--- config.mk ---
export PLATFORM = sky130hd
export DESIGN_NAME = anx_np_regs
export DESIGN_NICKNAME = d
export VERILOG_FILES = /design/src/pkg/anx_regs_pkg.sv /design/src/anx_np_regs.sv /design/src/anx_flag.sv
export SDC_FILE = /design/constraint.sdc
export NUM_CORES = 1
export LEC_CHECK = 0
export ABC_AREA = 1
export BUFFER_PORTS_ARGS = -buffer_cell sky130_fd_sc_hd__buf_2
export CORE_MARGIN = 2
export CORE_UTILIZATION = 45
export CTS_BUF_LIST = sky130_fd_sc_hd__clkbuf_4
export DETAILED_ROUTE_END_ITERATION = 8
export HOLD_SLACK_MARGIN = 0.1
export PLACE_DENSITY = 0.68
export SKIP_CTS_REPAIR_TIMING = 1
export SLEW_MARGIN = 10
export SYNTH_ARGS = -nofsm -noshare
export SYNTH_HDL_FRONTEND = slang
export SYNTH_SLANG_ARGS = --single-unit
--- constraint.sdc ---
create_clock -name sys_clk_i -period 3.2 [get_ports sys_clk_i]
set_input_delay 0.32 -clock sys_clk_i [delete_from_list [all_inputs] [get_ports sys_clk_i]]
set_output_delay 0.32 -clock sys_clk_i [all_outputs]
set_load 0.03 [all_outputs]
--- src/pkg/anx_regs_pkg.sv ---
package anx_regs_pkg;

	// ---------------------------------------------------------------
	// register offsets (management register index)
	// ---------------------------------------------------------------
	localparam logic [4:0] PARTNER_BASE_OFFSET = 5'h05;
	localparam logic [4:0] EXPANSION_OFFSET = 5'h06;
	localparam logic [4:0] NP_TX_OFFSET = 5'h07;
	localparam logic [4:0] NP_RX_OFFSET = 5'h08;

	// ---------------------------------------------------------------
	// expansion status fields
	// ---------------------------------------------------------------
	localparam int EXP_LOC_ABLE_BIT = 6;
	localparam int EXP_STOR_LOC_BIT = 5;
	localparam int EXP_PD_FAULT_BIT = 4;
	localparam int EXP_LP_NP_BIT = 3;
	localparam int EXP_LOCAL_NP_BIT = 2;
	localparam int EXP_PAGE_RX_BIT = 1;
	localparam int EXP_LP_AN_BIT = 0;
	localparam logic EXP_LOC_ABLE_VAL = 1'h1;
	localparam logic EXP_STOR_LOC_VAL = 1'h1;
	localparam logic EXP_LOCAL_NP_VAL = 1'h1;

	// ---------------------------------------------------------------
	// next page word fields (transmit and receive alike)
	// ---------------------------------------------------------------
	localparam int NP_NEXT_BIT = 15;
	localparam int NP_ACK_BIT = 14;
	localparam int NP_MSG_BIT = 13;
	localparam int NP_ACK2_BIT = 12;
	localparam int NP_TOGGLE_BIT = 11;
	localparam int NP_CODE_MSB = 10;
	localparam logic NP_NEXT_RST = 1'h0;
	localparam logic NP_MSG_RST = 1'h1;
	localparam logic NP_ACK2_RST = 1'h0;
	localparam logic [10:0] NP_CODE_RST = 11'h001;
	localparam logic [15:0] PARTNER_BASE_RST = 16'h0000;

endpackage

--- src/anx_np_regs.sv ---
// Local design decision: the plain strobed port.
`timescale 1ns/1ps

// How it works
// [RULE_01] expansion bits 15:7 ignore writes and read zero
// [RULE_02] location-able bit reads one
// [RULE_03] storage-location bit reads one; partner next pages land in register 8
// [RULE_04] parallel detect fault follows the detector, resets to zero
// [RULE_05] partner next-page ability read-only, resets zero
// [RULE_06] local next-page-able reads one, read-only
// [RULE_07] page received set on code word, cleared by expansion read
// [RULE_08] partner autoneg ability read-only, resets zero
// [RULE_09] software writes next-page request bit, resets zero
// [RULE_10] transmit ack bit is read-only, driven by the device
// [RULE_11] software writes message-page bit, resets one
// [RULE_12] software writes ack2 bit, resets zero
// [RULE_13] transmit toggle is inverse of previous exchanged toggle
// [RULE_14] transmit code resets to null page, writable
// [RULE_15] code is message code if message bit set, else unformatted
// [RULE_16] receive register stores partner next-page request
// [RULE_17] receive ack bit shows partner acknowledged our word
// [RULE_18] receive message-page bit captured, resets one
// [RULE_19] receive ack2 captured, resets zero
// [RULE_20] receive toggle holds inverse of previous exchanged toggle
// [RULE_21] partner base register holds partner base abilities
// [RULE_22] each new next page refreshes receive register and flag
module anx_np_regs
(
	input wire logic sys_clk_i,
	input wire logic sys_rst_i,
	// register port
	input wire logic [4:0] reg_addr_i,
	input wire logic [15:0] reg_wdata_i,
	input wire logic reg_wr_i,
	input wire logic reg_rd_i,
	output logic [15:0] reg_rdata_o,
	// negotiation engine side
	input wire logic pd_fault_i,
	input wire logic partner_local_next_page_able_i,
	input wire logic partner_an_able_i,
	input wire logic base_page_valid_i,
	input wire logic [15:0] base_page_i,
	input wire logic next_page_valid_i,
	input wire logic [15:0] next_page_i,
	input wire logic local_ack_i,
	input wire logic tx_page_sent_i,
	output logic [15:0] tx_page_o,
	output logic tx_is_message_o
);

	// ---------------------------------------------------------------
	// decode
	// ---------------------------------------------------------------
	logic wr_tx;
	logic rd_exp;
	logic page_rx;
	assign wr_tx = reg_wr_i && (reg_addr_i == anx_regs_pkg::NP_TX_OFFSET);
	assign rd_exp = reg_rd_i && (reg_addr_i == anx_regs_pkg::EXPANSION_OFFSET);

	// ---------------------------------------------------------------
	// expansion status
	// ---------------------------------------------------------------
	logic pd_fault_ff;
	logic lp_np_ff;
	logic lp_an_ff;

	always_ff @(posedge sys_clk_i or posedge sys_rst_i)
	begin
		if (sys_rst_i)
		begin
			pd_fault_ff <= 1'b0;
			lp_np_ff <= 1'b0;
			lp_an_ff <= 1'b0;
		end
		else
		begin
			pd_fault_ff <= pd_fault_i; // [RULE_04]
			lp_np_ff <= partner_local_next_page_able_i; // [RULE_05]
			lp_an_ff <= partner_an_able_i; // [RULE_08]
		end
	end

	// a page received on either word raises the flag; set beats the read clear
	anx_flag u_page_rx
	(
		.sys_clk_i(sys_clk_i),
		.sys_rst_i(sys_rst_i),
		.set_i(base_page_valid_i || next_page_valid_i), // [RULE_07] [RULE_22]
		.clr_i(rd_exp), // [RULE_07]
		.flag_o(page_rx)
	);

	logic [15:0] exp_word;
	always_comb
	begin
		exp_word = 16'h0000; // [RULE_01]
		exp_word[anx_regs_pkg::EXP_LOC_ABLE_BIT] = anx_regs_pkg::EXP_LOC_ABLE_VAL; // [RULE_02]
		exp_word[anx_regs_pkg::EXP_STOR_LOC_BIT] = anx_regs_pkg::EXP_STOR_LOC_VAL; // [RULE_03]
		exp_word[anx_regs_pkg::EXP_PD_FAULT_BIT] = pd_fault_ff;
		exp_word[anx_regs_pkg::EXP_LP_NP_BIT] = lp_np_ff;
		exp_word[anx_regs_pkg::EXP_LOCAL_NP_BIT] = anx_regs_pkg::EXP_LOCAL_NP_VAL; // [RULE_06]
		exp_word[anx_regs_pkg::EXP_PAGE_RX_BIT] = page_rx;
		exp_word[anx_regs_pkg::EXP_LP_AN_BIT] = lp_an_ff;
	end

	// ---------------------------------------------------------------
	// toggle tracking: flips after each exchanged word
	// ---------------------------------------------------------------
	logic tx_toggle_ff;
	logic rx_toggle_ff;

	always_ff @(posedge sys_clk_i or posedge sys_rst_i)
	begin
		if (sys_rst_i)
			tx_toggle_ff <= 1'b0;
		else if (tx_page_sent_i)
			tx_toggle_ff <= ~tx_page_o[anx_regs_pkg::NP_TOGGLE_BIT]; // [RULE_13]
	end

	always_ff @(posedge sys_clk_i or posedge sys_rst_i)
	begin
		if (sys_rst_i)
			rx_toggle_ff <= 1'b0;
		else if (next_page_valid_i)
			rx_toggle_ff <= ~next_page_i[anx_regs_pkg::NP_TOGGLE_BIT]; // [RULE_20]
	end

	// ---------------------------------------------------------------
	// transmit next page
	// ---------------------------------------------------------------
	logic tx_next_ff;
	logic tx_msg_ff;
	logic tx_ack2_ff;
	logic tx_ack_ff;
	logic [10:0] tx_code_ff;

	// writes to ack and toggle positions are dropped: those bits are device owned
	always_ff @(posedge sys_clk_i or posedge sys_rst_i)
	begin
		if (sys_rst_i)
		begin
			tx_next_ff <= anx_regs_pkg::NP_NEXT_RST;
			tx_msg_ff <= anx_regs_pkg::NP_MSG_RST;
			tx_ack2_ff <= anx_regs_pkg::NP_ACK2_RST;
			tx_code_ff <= anx_regs_pkg::NP_CODE_RST;
		end
		else if (wr_tx)
		begin
			tx_next_ff <= reg_wdata_i[anx_regs_pkg::NP_NEXT_BIT]; // [RULE_09]
			tx_msg_ff <= reg_wdata_i[anx_regs_pkg::NP_MSG_BIT]; // [RULE_11]
			tx_ack2_ff <= reg_wdata_i[anx_regs_pkg::NP_ACK2_BIT]; // [RULE_12]
			tx_code_ff <= reg_wdata_i[anx_regs_pkg::NP_CODE_MSB:0]; // [RULE_14]
		end
	end

	always_ff @(posedge sys_clk_i or posedge sys_rst_i)
	begin
		if (sys_rst_i)
			tx_ack_ff <= 1'b0;
		else
			tx_ack_ff <= local_ack_i; // [RULE_10]
	end

	logic [15:0] tx_word;
	assign tx_word = {tx_next_ff, tx_ack_ff, tx_msg_ff, tx_ack2_ff, tx_toggle_ff, tx_code_ff};

	always_ff @(posedge sys_clk_i or posedge sys_rst_i)
	begin
		if (sys_rst_i)
		begin
			tx_page_o <= {anx_regs_pkg::NP_NEXT_RST, 1'b0, anx_regs_pkg::NP_MSG_RST,
				anx_regs_pkg::NP_ACK2_RST, 1'b0, anx_regs_pkg::NP_CODE_RST};
			tx_is_message_o <= anx_regs_pkg::NP_MSG_RST;
		end
		else
		begin
			tx_page_o <= tx_word;
			// tells the engine how to read the code field
			tx_is_message_o <= tx_msg_ff; // [RULE_15]
		end
	end

	// ---------------------------------------------------------------
	// receive next page and partner base page
	// ---------------------------------------------------------------
	logic rx_next_ff;
	logic rx_ack_ff;
	logic rx_msg_ff;
	logic rx_ack2_ff;
	logic [10:0] rx_code_ff;
	logic [15:0] base_ff;

	// next pages go to register 8 only; base register keeps the base page
	always_ff @(posedge sys_clk_i or posedge sys_rst_i)
	begin
		if (sys_rst_i)
		begin
			rx_next_ff <= anx_regs_pkg::NP_NEXT_RST;
			rx_ack_ff <= 1'b0;
			rx_msg_ff <= anx_regs_pkg::NP_MSG_RST;
			rx_ack2_ff <= anx_regs_pkg::NP_ACK2_RST;
			rx_code_ff <= anx_regs_pkg::NP_CODE_RST;
		end
		else if (next_page_valid_i) // [RULE_03] [RULE_22]
		begin
			rx_next_ff <= next_page_i[anx_regs_pkg::NP_NEXT_BIT]; // [RULE_16]
			rx_ack_ff <= next_page_i[anx_regs_pkg::NP_ACK_BIT]; // [RULE_17]
			rx_msg_ff <= next_page_i[anx_regs_pkg::NP_MSG_BIT]; // [RULE_18]
			rx_ack2_ff <= next_page_i[anx_regs_pkg::NP_ACK2_BIT]; // [RULE_19]
			rx_code_ff <= next_page_i[anx_regs_pkg::NP_CODE_MSB:0];
		end
	end

	always_ff @(posedge sys_clk_i or posedge sys_rst_i)
	begin
		if (sys_rst_i)
			base_ff <= anx_regs_pkg::PARTNER_BASE_RST;
		else if (base_page_valid_i)
			base_ff <= base_page_i; // [RULE_21]
	end

	// ---------------------------------------------------------------
	// read mux: unmapped addresses read zero, a cycle after the strobe
	// ---------------------------------------------------------------
	logic [15:0] nxt_rdata;
	always_comb
	begin
		case (reg_addr_i)
			anx_regs_pkg::PARTNER_BASE_OFFSET: nxt_rdata = base_ff;
			anx_regs_pkg::EXPANSION_OFFSET: nxt_rdata = exp_word;
			anx_regs_pkg::NP_TX_OFFSET: nxt_rdata = tx_word;
			anx_regs_pkg::NP_RX_OFFSET: nxt_rdata = {rx_next_ff, rx_ack_ff, rx_msg_ff,
				rx_ack2_ff, rx_toggle_ff, rx_code_ff};
			default: nxt_rdata = 16'h0000;
		endcase
	end

	always_ff @(posedge sys_clk_i or posedge sys_rst_i)
	begin
		if (sys_rst_i)
			reg_rdata_o <= 16'h0000;
		else if (reg_rd_i)
			reg_rdata_o <= nxt_rdata;
		else
			reg_rdata_o <= 16'h0000;
	end

endmodule

--- src/anx_flag.sv ---
`timescale 1ns/1ps

// ---------------------------------------------------------------
// sticky event flag: set beats clear in the same cycle
// ---------------------------------------------------------------
module anx_flag
(
	input wire logic sys_clk_i,
	input wire logic sys_rst_i,
	input wire logic set_i,
	input wire logic clr_i,
	output logic flag_o
);

	always_ff @(posedge sys_clk_i or posedge sys_rst_i)
	begin
		if (sys_rst_i)
			flag_o <= 1'b0;
		else if (set_i)
			flag_o <= 1'b1;
		else if (clr_i)
			flag_o <= 1'b0;
	end

endmodule

After elaboration in Yosys (flattened, before gate mapping) --
Index checks and enable logic that the tools add are counted. W data, S select, Z words.
Word-level totals: register bits 85, output and inout bits 33, word-level logic and storage cells 34
Cells by class: bitwise operators 2, reduce and logical (&&, ||, !) cells 4, multiplexer cells 4, eq/ne operators 4
Operators by type and width (number):
- $pmux W16 S4 | 1
- $mux W16 | 1
- $eq A5 B3 Y1 const B | 3
- $eq A5 B4 Y1 const B | 1
- $logic_and A1 B1 Y1 | 2
- $mux W1 | 2
- $not A1 Y1 | 2
- $reduce_bool A2 Y1 | 1
- $logic_or A1 B1 Y1 | 1

Longest topological paths before layout --
depth after elaboration 4, gate-level depth with buffers 8, mapped depth without buffers 7

Modules after synthesis --
From an unflattened synthesis, not the netlist that was laid out.
Unflattened totals: cells, all modules 341, area total of the unflattened synthesis 3359.5 µm²
By module, submodules not included:
- anx_np_regs | instances 1, area each 3315.7 µm², cells an instance 335, seq. area each 2084.5 µm²
- anx_flag | instances 1, area each 43.8 µm², cells an instance 6, seq. area each 25.0 µm²

Least setup slack after synthesis --
No wires, ideal clock.
path type input to register, start input reg_addr_i[1], end register tx_code_ff[1], slack 2.036 ns, buffers on the path 2, stages on the path 7, arrival time 1.047 ns, setup time 0.117 ns, cell sequence buf_4 > nand3_1 > nor2_2 > nand2_1 > buf_2 > nand2_1 > nand2_1
On the way: longest elaborated chain between the ends 2
Ends and longest elaborated chain:
- from (decl) | RTL line anx_np_regs.sv:32 | input wire logic [4:0] reg_addr_i,
- $eq A5 B3 Y1 | RTL line anx_np_regs.sv:57 | assign wr_tx = reg_wr_i && (reg_addr_i == anx_regs_pkg::NP_TX_OFFSET);
- $logic_and A1 B1 Y1 | RTL line anx_np_regs.sv:57
- to (signal assigned) | RTL line anx_np_regs.sv:145 | tx_code_ff <= anx_regs_pkg::NP_CODE_RST;
- to (signal assigned) | RTL line anx_np_regs.sv:152 | tx_code_ff <= reg_wdata_i[anx_regs_pkg::NP_CODE_MSB:0];
- to (decl) | RTL line anx_np_regs.sv:135 | logic [10:0] tx_code_ff;
Every way passes these cells. A chain may end at the register's enable or synchronous reset.

Worst setup path in the final report --
start register tx_page_o[13], end output tx_page_o[13]
RTL lines:
- from (decl) | RTL line anx_np_regs.sv:47 | output logic [15:0] tx_page_o,
- from (signal assigned) | RTL line anx_np_regs.sv:171 | tx_page_o <= {anx_regs_pkg::NP_NEXT_RST, 1'b0, anx_regs_pkg::NP_MSG_RST,
- from (signal assigned) | RTL line anx_np_regs.sv:177 | tx_page_o <= tx_word;
No word-level cell between the ends.

==> impl_metrics.toml <==
[global_route]
grt_max_degree = 38
grt_util_all_layers = 0.1952
grt_pass1_vias = 2632
antenna_found_initial = 0
grt_pass1_wl_microns = 12560
grt_overflow = 0

[die]
die_w_microns = 90.24
die_h_microns = 90.24
fp.dieArea_sq_mm = 0.008143
ios = 97
initial_core_util = 0.4639
rows = 31
core_sq_mm = 0.007214

[critical_path]
path_buf_inv = 1
worstPathCellList = "buf_2"
end_kind = "output pin"
critPathSlowestCell = "dfstp_2"
crit_family = "flip-flops"
crit_path_max_fanout = 2
cp.arrival_ns = 1.15
start_kind = "flip-flop"
crit_required_ns = 2.88
critPathMaxStageDelay_ns = 0.55
critical_path_class = "flip-flop to output pin"

[pwr]
pwr-share-comb = 0.151
seqPwrFrac = 0.576
max-vdd-ir-drop_mv = 0.2432
p_int_mw = 1.530
switching_power_mw = 0.6182
leakagePower_nw = 2.389
power_density_mw_per_mm2 = 509.7
p_sw_frac = 0.2878
total_power_mw = 2.148
clockPowerShare = 0.273

[routing]
vias = 2729
ant_nets = 0
drtIter0Drc = 113
drc = 0
avgViaCountPerCell = 4.657
first_pass_iters = 4
avgRoutedWirePerCell_microns = 12.53
totalWireLength_microns = 7342

[yosys]
async_reset_ff_frac = 1.000
synth_area_sq_mm = 0.003347
yosysTopAreaCellShare = 0.5832
syn_nets = 435
ys_seq_elements = 84
synth_area_leader_cell = "dfrtp_1"
synth_top_cells_by_count = "nand2_1, dfrtp_1, nand3_1"
yosysMostFrequentCell = "nand2_1"
ys_seq_area_frac = 0.6303
yosys-top-cells-area = "dfrtp_1, nand2_1, nand3_1"
synth_cells = 371
yosys_warnings = 0
synth-edff-count = 0
syn_area_per_cell_sq_um = 9.021
ys.flop_type = "dfrtp_1"
yosysUniqueCellTypes = 17

[outcome]
status = "finished, final reports clean"

[clocking]
numCtsBuffers = 9
cts_sinks = 84
cts_tree = "yes"
clkTransAtPathRegs_ns = 0.14
clock-root-buffer = "clkbuf_4"
clk_path_buf_depth = 2
htree_levels = 3
worstSkewPairLatency_ns = 0.42

[layout]
drive_gt1_frac = 0.2546
syn_to_final_growth_pct = 25.91
post-route-util = 0.5841
post_layout_nonfiller_instances = 586
final_net_count = 546
fill_cells = 689
diodes = 0

[timing]
fin_skew_ns = 0.01918
clock.fmax_mhz = 678.6
fin_ws_ns = 1.726
rsz0062_at_grt = "no"
period_needed_ns = 1.474
worst_slew_pin_slew_ns = 0.6382
setup_viol = 0
fin_setup_tns_ns = 0
relSlewSlack = 0.5730
finalHoldViolCount = 0
slew_viol_final = 0
fin_crit_sh = 0.4605

[place]
dp_slack_ns = 1.444
dpl.hpwl_microns = 5195
placedCellCount = 548
portBuffers = 94
gp_congestion = 0.7698

[worst_hold_path]
worstHoldPathType = "primary input to flip-flop"

[run]
drv_cap = 0
==> tightest hold or removal path, cell delays in order <==
cell	delay, ns
buf_2	0.07
nand2_1	0.04
nand2_1	0.05
==> cell families after synthesis <==
group,after synthesis,share of synthesized area
and+or+nand+nor,246,0.3125
AOI/OAI and AO/OA,3,0.004485
DFF,84,0.6303
buffers and inverters,38,0.05271
==> power by group through the flow <==
stage          Sequential [mW]  Clock [mW]  Combinational, mW
6_report                  1.24       0.586              0.325
5_1_grt                   1.25       0.647              0.364
4_1_cts                   1.24       0.597              0.309
3_5_place_dp              1.26           0              0.308
3_3_place_gp              1.25           0              0.303
2_1_floorplan             1.32           0              0.127
==> state kept, by name (all words and copies together), names as in the netlist, 11 cells and up <==
register and cells:
tx_code_ff 11, base_ff 16, reg_rdata_o 16, tx_page_o 16, rx_code_ff 11
==> worst paths after layout <==
path	endpoint	from	slack (ns)	cells past startpoint
min	rx_ack_ff	next_page_i[14]	0.09	3
min reg2reg	tx_page_o[13]	tx_msg_ff	0.39	0
min in group asynchronous	tx_page_o[12]	sys_rst_i	0.40	3
max reg2reg	reg_rdata_o[13]	rx_msg_ff	2.24	4
max	tx_page_o[13]	tx_page_o[13]	1.73	1
max in group asynchronous	tx_code_ff[0]	sys_rst_i	1.99	4
==> placed cells by master, fill, tap and decap left out <==
cell type	instances
a21oi_1	1
buf_2	94
buf_4	4
bufinv_16	1
clkbuf_4	10
clkinv_1	4
clkinv_2	3
clkinvlp_4	1
dfrtp_1	78
dfstp_2	6
dlygate4sd3_1	22
inv_1	14
inv_2	1
nand2_1	164
nand3_1	42
nand4_1	20
nor2_1	16
nor2_2	2
nor2_4	2
o21ai_0	2
==> stage by stage <==
stage	hold slack, ns	area (sq um)
floorplan	0.3514	3347
global route	0.1001	4214
CTS	-0.1524	3994
global placement	0.3191	3864
finish	0.09155	4214
detailed placement	0.3256	3864
==> per-layer routing <==
layer	wire (microns)	up-vias	GRT usage
li1	-	1398	-
met1	3443	1231	0.2757
met2	3320	85	0.2945
met3	418	15	0.04526
met4	159	0	0.07692
met5	0	-	0
==> cell type report <==
type / instances / area [sq um] / area share
flip-flops and latches: 84 / 2110 / 0.5006
multi-input cells: 249 / 1061 / 0.2518
repair buffers: 120 / 720.7 / 0.1710
well taps: 99 / 123.9 / 0.02939
clock buffers: 10 / 75.07 / 0.01781
inverters: 18 / 68.82 / 0.01633
clock inverters: 6 / 55.05 / 0.01306
(Power assumes the default switching activity.)
